--- config.mk ---
export PLATFORM = sky130hd
export DESIGN_NAME = bau_adder_unit
export DESIGN_NICKNAME = d
export VERILOG_FILES = /design/src/bau_pkg.sv /design/src/bau_word_add.sv /design/src/bau_adder_unit.sv
export VERILOG_INCLUDE_DIRS = /design/src /design/src/src
export SDC_FILE = /design/constraint.sdc
export NUM_CORES = 1
export LEC_CHECK = 0
export ABC_AREA = 1
export BUFFER_PORTS_ARGS = -buffer_cell sky130_fd_sc_hd__buf_2
export CORE_MARGIN = 2
export CORE_UTILIZATION = 35
export DETAILED_ROUTE_END_ITERATION = 8
export MAX_ROUTING_LAYER = met4
export PLACE_DENSITY = 0.59
export SLEW_MARGIN = 15
export SYNTH_ARGS = -nofsm -noshare
export SYNTH_HDL_FRONTEND = slang
export SYNTH_SLANG_ARGS = --single-unit
--- constraint.sdc ---
create_clock -name clock_in -period 16.95 [get_ports clock_in]
set_input_delay 3.39 -clock clock_in [delete_from_list [all_inputs] [get_ports clock_in]]
set_output_delay 3.39 -clock clock_in [all_outputs]
set_load 0.1 [all_outputs]
--- src/bau_defs.svh ---
// constants for the packed-bcd adder unit: offsets, fields, codes, resets
// assumes a 32-bit apb slave with byte addresses on an 8-bit paddr
`ifndef BAU_DEFS_SVH
`define BAU_DEFS_SVH

// register byte offsets, one aligned word each
`define BAU_ADDR_OPA_LO 8'h00
`define BAU_ADDR_OPA_HI 8'h04
`define BAU_ADDR_OPB_LO 8'h08
`define BAU_ADDR_OPB_HI 8'h0C
`define BAU_ADDR_CTRL 8'h10
`define BAU_ADDR_STATUS 8'h14
`define BAU_ADDR_CMD 8'h18
`define BAU_ADDR_RES_LO 8'h1C
`define BAU_ADDR_RES_HI 8'h20
`define BAU_ADDR_COUNT 8'h24

// control word fields
`define BAU_CTRL_FUNC_MSB 8
`define BAU_CTRL_FUNC_LSB 0
`define BAU_CTRL_ONESHOT 9
`define BAU_CTRL_COND 10

// status word fields
`define BAU_STAT_CARRY 0
`define BAU_STAT_ZERO 1
`define BAU_STAT_FAULT 2

// command word: write one here to clear the carry flag
`define BAU_CMD_CARRY_CLEAR 0

// function codes (decimal 405, 406, 407)
`define BAU_FUNC_DSUM 9'h195
`define BAU_FUNC_SUM_CI 9'h196
`define BAU_FUNC_DSUM_CI 9'h197

// reset values and digit limits
`define BAU_WORD_RST 16'h0000
`define BAU_FUNC_RST 9'h000
`define BAU_COUNT_RST 16'h0000
`define BAU_DIGIT_MAX 4'h9
`define BAU_DIGIT_ADJ 5'h06

`endif

--- src/bau_pkg.sv ---
// types shared by the packed-bcd adder unit
// assumes bau_defs.svh is on the include path
package bau_pkg;

  typedef logic [15:0] bau_word_t;

  // selected operation after decoding the function code
  typedef enum logic [1:0] {
    BAU_OP_NONE,
    BAU_OP_DSUM,
    BAU_OP_SUM_CI,
    BAU_OP_DSUM_CI
  } bau_op_e;

  // whole state of the top module, registered in one process
  typedef struct packed {
    bau_word_t opa_lo;
    bau_word_t opa_hi;
    bau_word_t opb_lo;
    bau_word_t opb_hi;
    bau_word_t res_lo;
    bau_word_t res_hi;
    logic [8:0] func;
    logic one_shot;
    logic cond;
    logic cond_prev;
    logic carry;
    logic zero;
    logic fault;
    logic [15:0] exec_cnt;
    logic [31:0] rdata;
    logic rd_done;
  } bau_state_s;

endpackage : bau_pkg

--- src/bau_word_add.sv ---
// one 4-digit packed-bcd word adder with digit validity check
// assumes purely combinational use inside the adder unit
module bau_word_add
  import bau_pkg::*;
(
  // operands and carry in
  input wire logic [15:0] a_in,
  input wire logic [15:0] b_in,
  input wire logic cin_in,
  // sum, carry out and operand check
  output logic [15:0] sum_out,
  output logic cout_out,
  output logic valid_out
);
`include "bau_defs.svh"

  // a digit is bcd only in 0..9
  function automatic logic digit_ok(input logic [3:0] d);
    return d <= `BAU_DIGIT_MAX;
  endfunction : digit_ok

  // ripple through four digits, low digit first
  always_comb begin
    logic [4:0] t;
    logic c;
    t = 5'h00;
    c = cin_in;
    sum_out = 16'h0000;
    valid_out = 1'b1;
    for (int i = 0; i < 4; i++) begin
      valid_out = valid_out & digit_ok(a_in[4*i +: 4]) &
                  digit_ok(b_in[4*i +: 4]); // RULE15
      t = {1'b0, a_in[4*i +: 4]} + {1'b0, b_in[4*i +: 4]} + {4'h0, c};
      // decimal adjust once the digit passes nine
      if (t > {1'b0, `BAU_DIGIT_MAX}) begin
        t = t + `BAU_DIGIT_ADJ;
        c = 1'b1;
      end else begin
        c = 1'b0;
      end
      sum_out[4*i +: 4] = t[3:0];
    end
    cout_out = c;
  end

endmodule : bau_word_add

--- src/bau_adder_unit.sv ---
// packed-bcd adder unit: operands, result and flags behind an apb slave
// assumes apb3 signalling on clock_in, synchronous active-high reset,
// and a sequencer that loads operands and raises the condition bit
//
// Behaviour
// (RULE1) double add without carry-in, eight digits
// (RULE2) low four digits in lower word
// (RULE3) single word add plus carry flag
// (RULE4) double word add plus carry flag
// (RULE5) fault when any source digit invalid
// (RULE6) single add: zero when word is 0000
// (RULE7) double add: zero when both words zero
// (RULE8) carry flag reports carry out of top
// (RULE9) sequencer clears carry when no carry-in
// (RULE10) normal form adds every condition-true cycle
// (RULE11) one-shot adds on condition rising edge
// (RULE12) no falling-edge execution variant
// (RULE13) code 406 single, 407 double, carry-in
// (RULE14) code 405 double without carry-in
// (RULE15) digit valid only in range 0..9
// (RULE16) on fault keep result, carry, zero
//
// Implementation choices: the APB slave port and the register offsets.
module bau_adder_unit
  import bau_pkg::*;
(
  // clock, reset, enable
  input wire logic clock_in,
  input wire logic rst_in,
  input wire logic ce_in,
  // apb slave
  input wire logic psel_in,
  input wire logic penable_in,
  input wire logic pwrite_in,
  input wire logic [7:0] paddr_in,
  input wire logic [31:0] pwdata_in,
  output logic [31:0] prdata_out,
  output logic pready_out,
  output logic pslverr_out,
  // condition flags for the cpu
  output logic carry_flag_out,
  output logic zero_flag_out,
  output logic fault_flag_out
);
`include "bau_defs.svh"

  bau_state_s cur_r;
  bau_state_s cur_nxt;

  // decoded operation and execution strobe
  bau_op_e op;
  logic fire;
  logic dbl;
  logic carry_in;

  // adder results
  logic [15:0] sum_lo;
  logic [15:0] sum_hi;
  logic cout_lo;
  logic cout_hi;
  logic valid_lo;
  logic valid_hi;
  logic ops_valid;

  // bus decode
  logic access;
  logic wr_take;
  logic rd_take;
  logic mapped;

  // map a function code onto an operation
  function automatic bau_op_e decode_op(input logic [8:0] code);
    bau_op_e r;
    r = BAU_OP_NONE;
    if (code == `BAU_FUNC_DSUM) begin
      r = BAU_OP_DSUM; // RULE14
    end else if (code == `BAU_FUNC_SUM_CI) begin
      r = BAU_OP_SUM_CI; // RULE13
    end else if (code == `BAU_FUNC_DSUM_CI) begin
      r = BAU_OP_DSUM_CI; // RULE13
    end
    return r;
  endfunction : decode_op

  // true for every offset that holds a register
  function automatic logic addr_mapped(input logic [7:0] a);
    logic r;
    r = 1'b0;
    unique case (a)
      `BAU_ADDR_OPA_LO, `BAU_ADDR_OPA_HI,
      `BAU_ADDR_OPB_LO, `BAU_ADDR_OPB_HI,
      `BAU_ADDR_CTRL, `BAU_ADDR_STATUS,
      `BAU_ADDR_CMD, `BAU_ADDR_RES_LO,
      `BAU_ADDR_RES_HI, `BAU_ADDR_COUNT: begin
        r = 1'b1;
      end
      default: begin
        r = 1'b0;
      end
    endcase
    return r;
  endfunction : addr_mapped

  // read view of a register; unmapped and command read as zero
  function automatic logic [31:0] read_word(input bau_state_s s,
                                            input logic [7:0] a);
    logic [31:0] r;
    r = 32'h0000_0000;
    unique case (a)
      `BAU_ADDR_OPA_LO: begin
        r = {16'h0000, s.opa_lo};
      end
      `BAU_ADDR_OPA_HI: begin
        r = {16'h0000, s.opa_hi};
      end
      `BAU_ADDR_OPB_LO: begin
        r = {16'h0000, s.opb_lo};
      end
      `BAU_ADDR_OPB_HI: begin
        r = {16'h0000, s.opb_hi};
      end
      `BAU_ADDR_CTRL: begin
        r[`BAU_CTRL_FUNC_MSB:`BAU_CTRL_FUNC_LSB] = s.func;
        r[`BAU_CTRL_ONESHOT] = s.one_shot;
        r[`BAU_CTRL_COND] = s.cond;
      end
      `BAU_ADDR_STATUS: begin
        r[`BAU_STAT_CARRY] = s.carry;
        r[`BAU_STAT_ZERO] = s.zero;
        r[`BAU_STAT_FAULT] = s.fault;
      end
      `BAU_ADDR_RES_LO: begin
        r = {16'h0000, s.res_lo};
      end
      `BAU_ADDR_RES_HI: begin
        r = {16'h0000, s.res_hi};
      end
      `BAU_ADDR_COUNT: begin
        r = {16'h0000, s.exec_cnt};
      end
      default: begin
        r = 32'h0000_0000;
      end
    endcase
    return r;
  endfunction : read_word

  // low-order digits come from the lower word
  bau_word_add u_add_lo (
    .a_in(cur_r.opa_lo), // RULE2
    .b_in(cur_r.opb_lo),
    .cin_in(carry_in),
    .sum_out(sum_lo),
    .cout_out(cout_lo),
    .valid_out(valid_lo)
  );

  // high-order digits, fed by the low word's carry
  bau_word_add u_add_hi (
    .a_in(cur_r.opa_hi), // RULE2
    .b_in(cur_r.opb_hi),
    .cin_in(cout_lo),
    .sum_out(sum_hi),
    .cout_out(cout_hi),
    .valid_out(valid_hi)
  );

  // operation select and execution timing
  always_comb begin
    op = decode_op(cur_r.func);
    dbl = (op == BAU_OP_DSUM) || (op == BAU_OP_DSUM_CI);
    // no carry-in for the plain double add
    carry_in = (op == BAU_OP_DSUM) ? 1'b0 : cur_r.carry; // RULE1 RULE3 RULE4
    // single add checks only the words it reads
    ops_valid = dbl ? (valid_lo & valid_hi) : valid_lo; // RULE5
    // only level and rising edge exist, never a falling edge
    fire = cur_r.cond && (op != BAU_OP_NONE) &&
           (!cur_r.one_shot || !cur_r.cond_prev); // RULE10 RULE11 RULE12
  end

  // apb handshake; reads take one extra cycle so prdata is registered
  always_comb begin
    access = psel_in & penable_in;
    mapped = addr_mapped(paddr_in);
    wr_take = access & pwrite_in & ce_in;
    rd_take = access & ~pwrite_in & ~cur_r.rd_done & ce_in;
    pready_out = access & ce_in & (pwrite_in | cur_r.rd_done);
    pslverr_out = pready_out & ~mapped;
  end

  // next-state: bus writes first, then the execution, which wins
  always_comb begin
    cur_nxt = cur_r;
    cur_nxt.cond_prev = cur_r.cond;

    // read data capture and completion
    if (rd_take) begin
      cur_nxt.rdata = read_word(cur_r, paddr_in);
      cur_nxt.rd_done = 1'b1;
    end else if (cur_r.rd_done && access) begin
      cur_nxt.rd_done = 1'b0;
    end

    // register writes; read-only and unmapped offsets are ignored
    if (wr_take) begin
      unique case (paddr_in)
        `BAU_ADDR_OPA_LO: begin
          cur_nxt.opa_lo = pwdata_in[15:0];
        end
        `BAU_ADDR_OPA_HI: begin
          cur_nxt.opa_hi = pwdata_in[15:0];
        end
        `BAU_ADDR_OPB_LO: begin
          cur_nxt.opb_lo = pwdata_in[15:0];
        end
        `BAU_ADDR_OPB_HI: begin
          cur_nxt.opb_hi = pwdata_in[15:0];
        end
        `BAU_ADDR_CTRL: begin
          cur_nxt.func = pwdata_in[`BAU_CTRL_FUNC_MSB:`BAU_CTRL_FUNC_LSB];
          cur_nxt.one_shot = pwdata_in[`BAU_CTRL_ONESHOT];
          cur_nxt.cond = pwdata_in[`BAU_CTRL_COND];
        end
        `BAU_ADDR_CMD: begin
          // carry stays put between adds until software clears it here
          if (pwdata_in[`BAU_CMD_CARRY_CLEAR]) begin
            cur_nxt.carry = 1'b0; // RULE9
          end
        end
        default: begin
          cur_nxt.rdata = cur_nxt.rdata;
        end
      endcase
    end

    // execution; a carry produced here beats a same-cycle clear
    if (fire) begin
      if (!ops_valid) begin
        cur_nxt.fault = 1'b1; // RULE5
        // destination, carry and zero left as they were
        cur_nxt.carry = cur_nxt.carry; // RULE16
      end else begin
        cur_nxt.fault = 1'b0; // RULE5
        cur_nxt.res_lo = sum_lo; // RULE3
        cur_nxt.exec_cnt = cur_r.exec_cnt + 16'h0001;
        if (dbl) begin
          cur_nxt.res_hi = sum_hi; // RULE1 RULE4
          cur_nxt.carry = cout_hi; // RULE8
          cur_nxt.zero = (sum_lo == 16'h0000) &&
                         (sum_hi == 16'h0000); // RULE7
        end else begin
          cur_nxt.carry = cout_lo; // RULE8
          cur_nxt.zero = (sum_lo == 16'h0000); // RULE6
        end
      end
    end
  end

  // single state register; enable low freezes everything but reset
  always_ff @(posedge clock_in) begin
    if (rst_in) begin
      cur_r <= '0;
    end else if (ce_in) begin
      cur_r <= cur_nxt;
    end
  end

  // outputs straight from the state register
  assign prdata_out = cur_r.rdata;
  assign carry_flag_out = cur_r.carry;
  assign zero_flag_out = cur_r.zero;
  assign fault_flag_out = cur_r.fault;

endmodule : bau_adder_unit

==> impl_metrics.tcl <==
set metrics [dict create \
    status "completed" \
    swShare 0.244 \
    cts-root-buf "clkbuf_16" \
    initial_utilization 0.355 \
    worst_slew_pin_slew_ns 0.863 \
    dieHeight_um 164 \
    hold_start "prdata_out[7]" \
    antenna_found_initial 0 \
    hp-class "register to register" \
    synth_area_leader_cell "dfxtp_1" \
    p_sw_uw 192 \
    yosysMostFrequentCell "nand2_1" \
    ant_nets 0 \
    clkTransAtPathRegs_ns 0.06 \
    area_growth_pct 11.3 \
    synth_top_area_share 0.323 \
    synthTopCellsByCount "236 x nand2_1, 157 x inv_1, 144 x dfxtp_1" \
    clkPwrFrac 0.514 \
    leakage_uw 0.00424 \
    avgViaCountPerCell 5.23 \
    clock_path_buffers 2 \
    cts.sinks 144 \
    cts_buffers 17 \
    cts_resized 0 \
    insertion_delay_ns 0.43 \
    critPathSlowestCell "fa_1" \
    grt_max_degree 87 \
    synthTopCellsByArea "dfxtp_1 32%, nand2_1 9.9%, a21oi_1 6.7%" \
    grt_overflow 0 \
    fin_crit_sh 0.920 \
    rsz0062_at_grt "no" \
    io_pins 83 \
    crit_path_start_kind "register" \
    ys_types 57 \
    setup.worst_path.class "register to register" \
    max_slew_margin 0.425 \
    crit_start "cur_r[59]" \
    ys_async_sr_fraction 0 \
    hold_viol 0 \
    ys_seq_area_frac 0.323 \
    rows 58 \
    wl_per_cell_um 17.4 \
    place.gp.congestion 0.973 \
    fillers 2664 \
    grt_usage 0.221 \
    setup_tns_ns 0 \
    p_comb_frac 0.055 \
    synth_edf_count 0 \
    p_int_uw 596 \
    path_max_fanout 7 \
    cpPeakStageDelay_ns 0.47 \
    yosys_warnings 0 \
    reg2reg_slack_ns 1.35 \
    cp.arrival_ns 15.98 \
    cts_tree "yes" \
    core_um2 25100 \
    layout-drive-gt1-share 0.125 \
    synth-main-ff-cell "dfxtp_1" \
    drtIter0Drc 793 \
    p_seq_frac 0.431 \
    grt_pass1_wl_mm 43.1 \
    vias 8439 \
    fin_skew_ns 0.0100 \
    endpoint_kind "register" \
    power.total_uw 789 \
    cp_common_cell "nand2_1" \
    r2r_start "cur_r[59]" \
    drv_slew 0 \
    ys_seq_elements 144 \
    ctsHoldBuffers 0 \
    power_density_nw_per_um2 79.5 \
    fin_crit_ns 15.60 \
    routed_wl_mm 28.1 \
    drt_pass1_iterations 5 \
    worstPathRequired_ns 17.33 \
    io_buffers 50 \
    nNetsFinal 1374 \
    dp_hpwl_mm 21.8 \
    avgSynthCellArea_um2 7.12 \
    grt_pass1_vias 7492 \
    post_cts_buffers 0 \
    route.detailed.drc 0 \
    syn_inst 1252 \
    ir_worst_vdd_uv 53.4 \
    setup_viol 0 \
    max_cap_violations 0 \
    die_area_um2 26800 \
    antennaDiodeCount 0 \
    cts_htree_levels 4 \
    fp.dieW_um 164 \
    syn_area_um2 8910 \
    fmax_mhz 64.1 \
]
## metal layers
| layer | part of all wire | GRT usage | vias up |
|---|---|---|---|
| met3 | 0.073 | 0.0330 | 54 |
| met2 | 0.43 | 0.325 | 310 |
| met4 | 0.028 | 0.0686 | 0 |
| li1 | - | - | 4154 |
| met5 | 0 | - | - |
| met1 | 0.47 | 0.311 | 3921 |
## placed cells by master, fill, tap and decap left out, types with 14 or more instances in the layout
master     Yosys  layout
dfxtp_1      144     143
inv_1        157     154
fa_1          16      16
a21oi_1      120     120
nor2_1       104     104
nand2_1      236     235
nand4_1       14      14
conb_1         1      16
nand3_1       71      71
clkbuf_16      0      17
ha_1          40      40
o21ai_0      114     114
o22ai_1       20      20
buf_2         11      50
## state kept, by name, indices dropped and copies added, names as in the netlist
name / cells
carry_flag_out: 1
cur_nxt: 1
cur_r: 124
fault_flag_out: 1
prdata_out: 16
zero_flag_out: 1
## worst paths after layout
check,end,cells after the start
setup / recovery,zero_flag_out,101
hold / removal,prdata_out[7],2
setup reg to reg,zero_flag_out,101
hold reg to reg,prdata_out[7],2
## final cells by class
cell class / count / area (µm²) / area share
clock buffers: 19 / 443 / 0.0447
well taps: 330 / 413 / 0.0416
repair buffers: 54 / 280 / 0.0283
clock inverters: 13 / 185 / 0.0187
flip-flops and latches: 144 / 2880 / 0.291
inverters: 168 / 631 / 0.0636
multi-input cells: 887 / 5080 / 0.512
## worst max-delay path: cells and delay by family, from the launching register on
| family | cells | cell delay (ns) |
|---|---|---|
| compound gates | 7 | 0.87 |
| xor+xnor | 4 | 0.96 |
| fa+ha+maj | 24 | 7.37 |
| buf+inv | 29 | 2.39 |
| flops | 1 | 0.39 |
| simple gates | 37 | 3.59 |
## cell families (layout without fill, tap and decap cells)
group / after synthesis / after routing / synth area share
AOI/OAI and AO/OA: 328 / 328 / 0.214
xor gates and xnor gates: 17 / 17 / 0.0167
adders and majority gates: 56 / 56 / 0.0921
buffers and inverters: 236 / 254 / 0.118
DFF: 144 / 144 / 0.323
other: 1 / 16 / 0.000421
and+or+nand+nor: 470 / 470 / 0.235
## metrics by stage
stage	hold WS [ns]	worst slack (ns)	area, µm²	utilization	cells
2_1_floorplan	0.433	2.84	8970	-	1267
6_report	0.465	1.35	9920	0.395	1615
5_1_grt	0.481	0.000680	9920	0.395	1615
3_3_place_gp	0.448	1.43	9240	0.368	1583
4_1_cts	0.467	1.03	9870	0.393	1615
3_5_place_dp	0.456	1.09	9240	0.368	1583
## power by group through the flow
stage / Combinational, µW / Sequential [µW] / Clock, µW
final: 43.3 / 340 / 406
after global routing: 45.9 / 340 / 426
after CTS: 42.9 / 340 / 409
after detailed placement: 42.9 / 347 / 0
after global placement: 42.8 / 347 / 0
after floorplan: 32.6 / 348 / 0
Power figures use the tool's default switching activity.
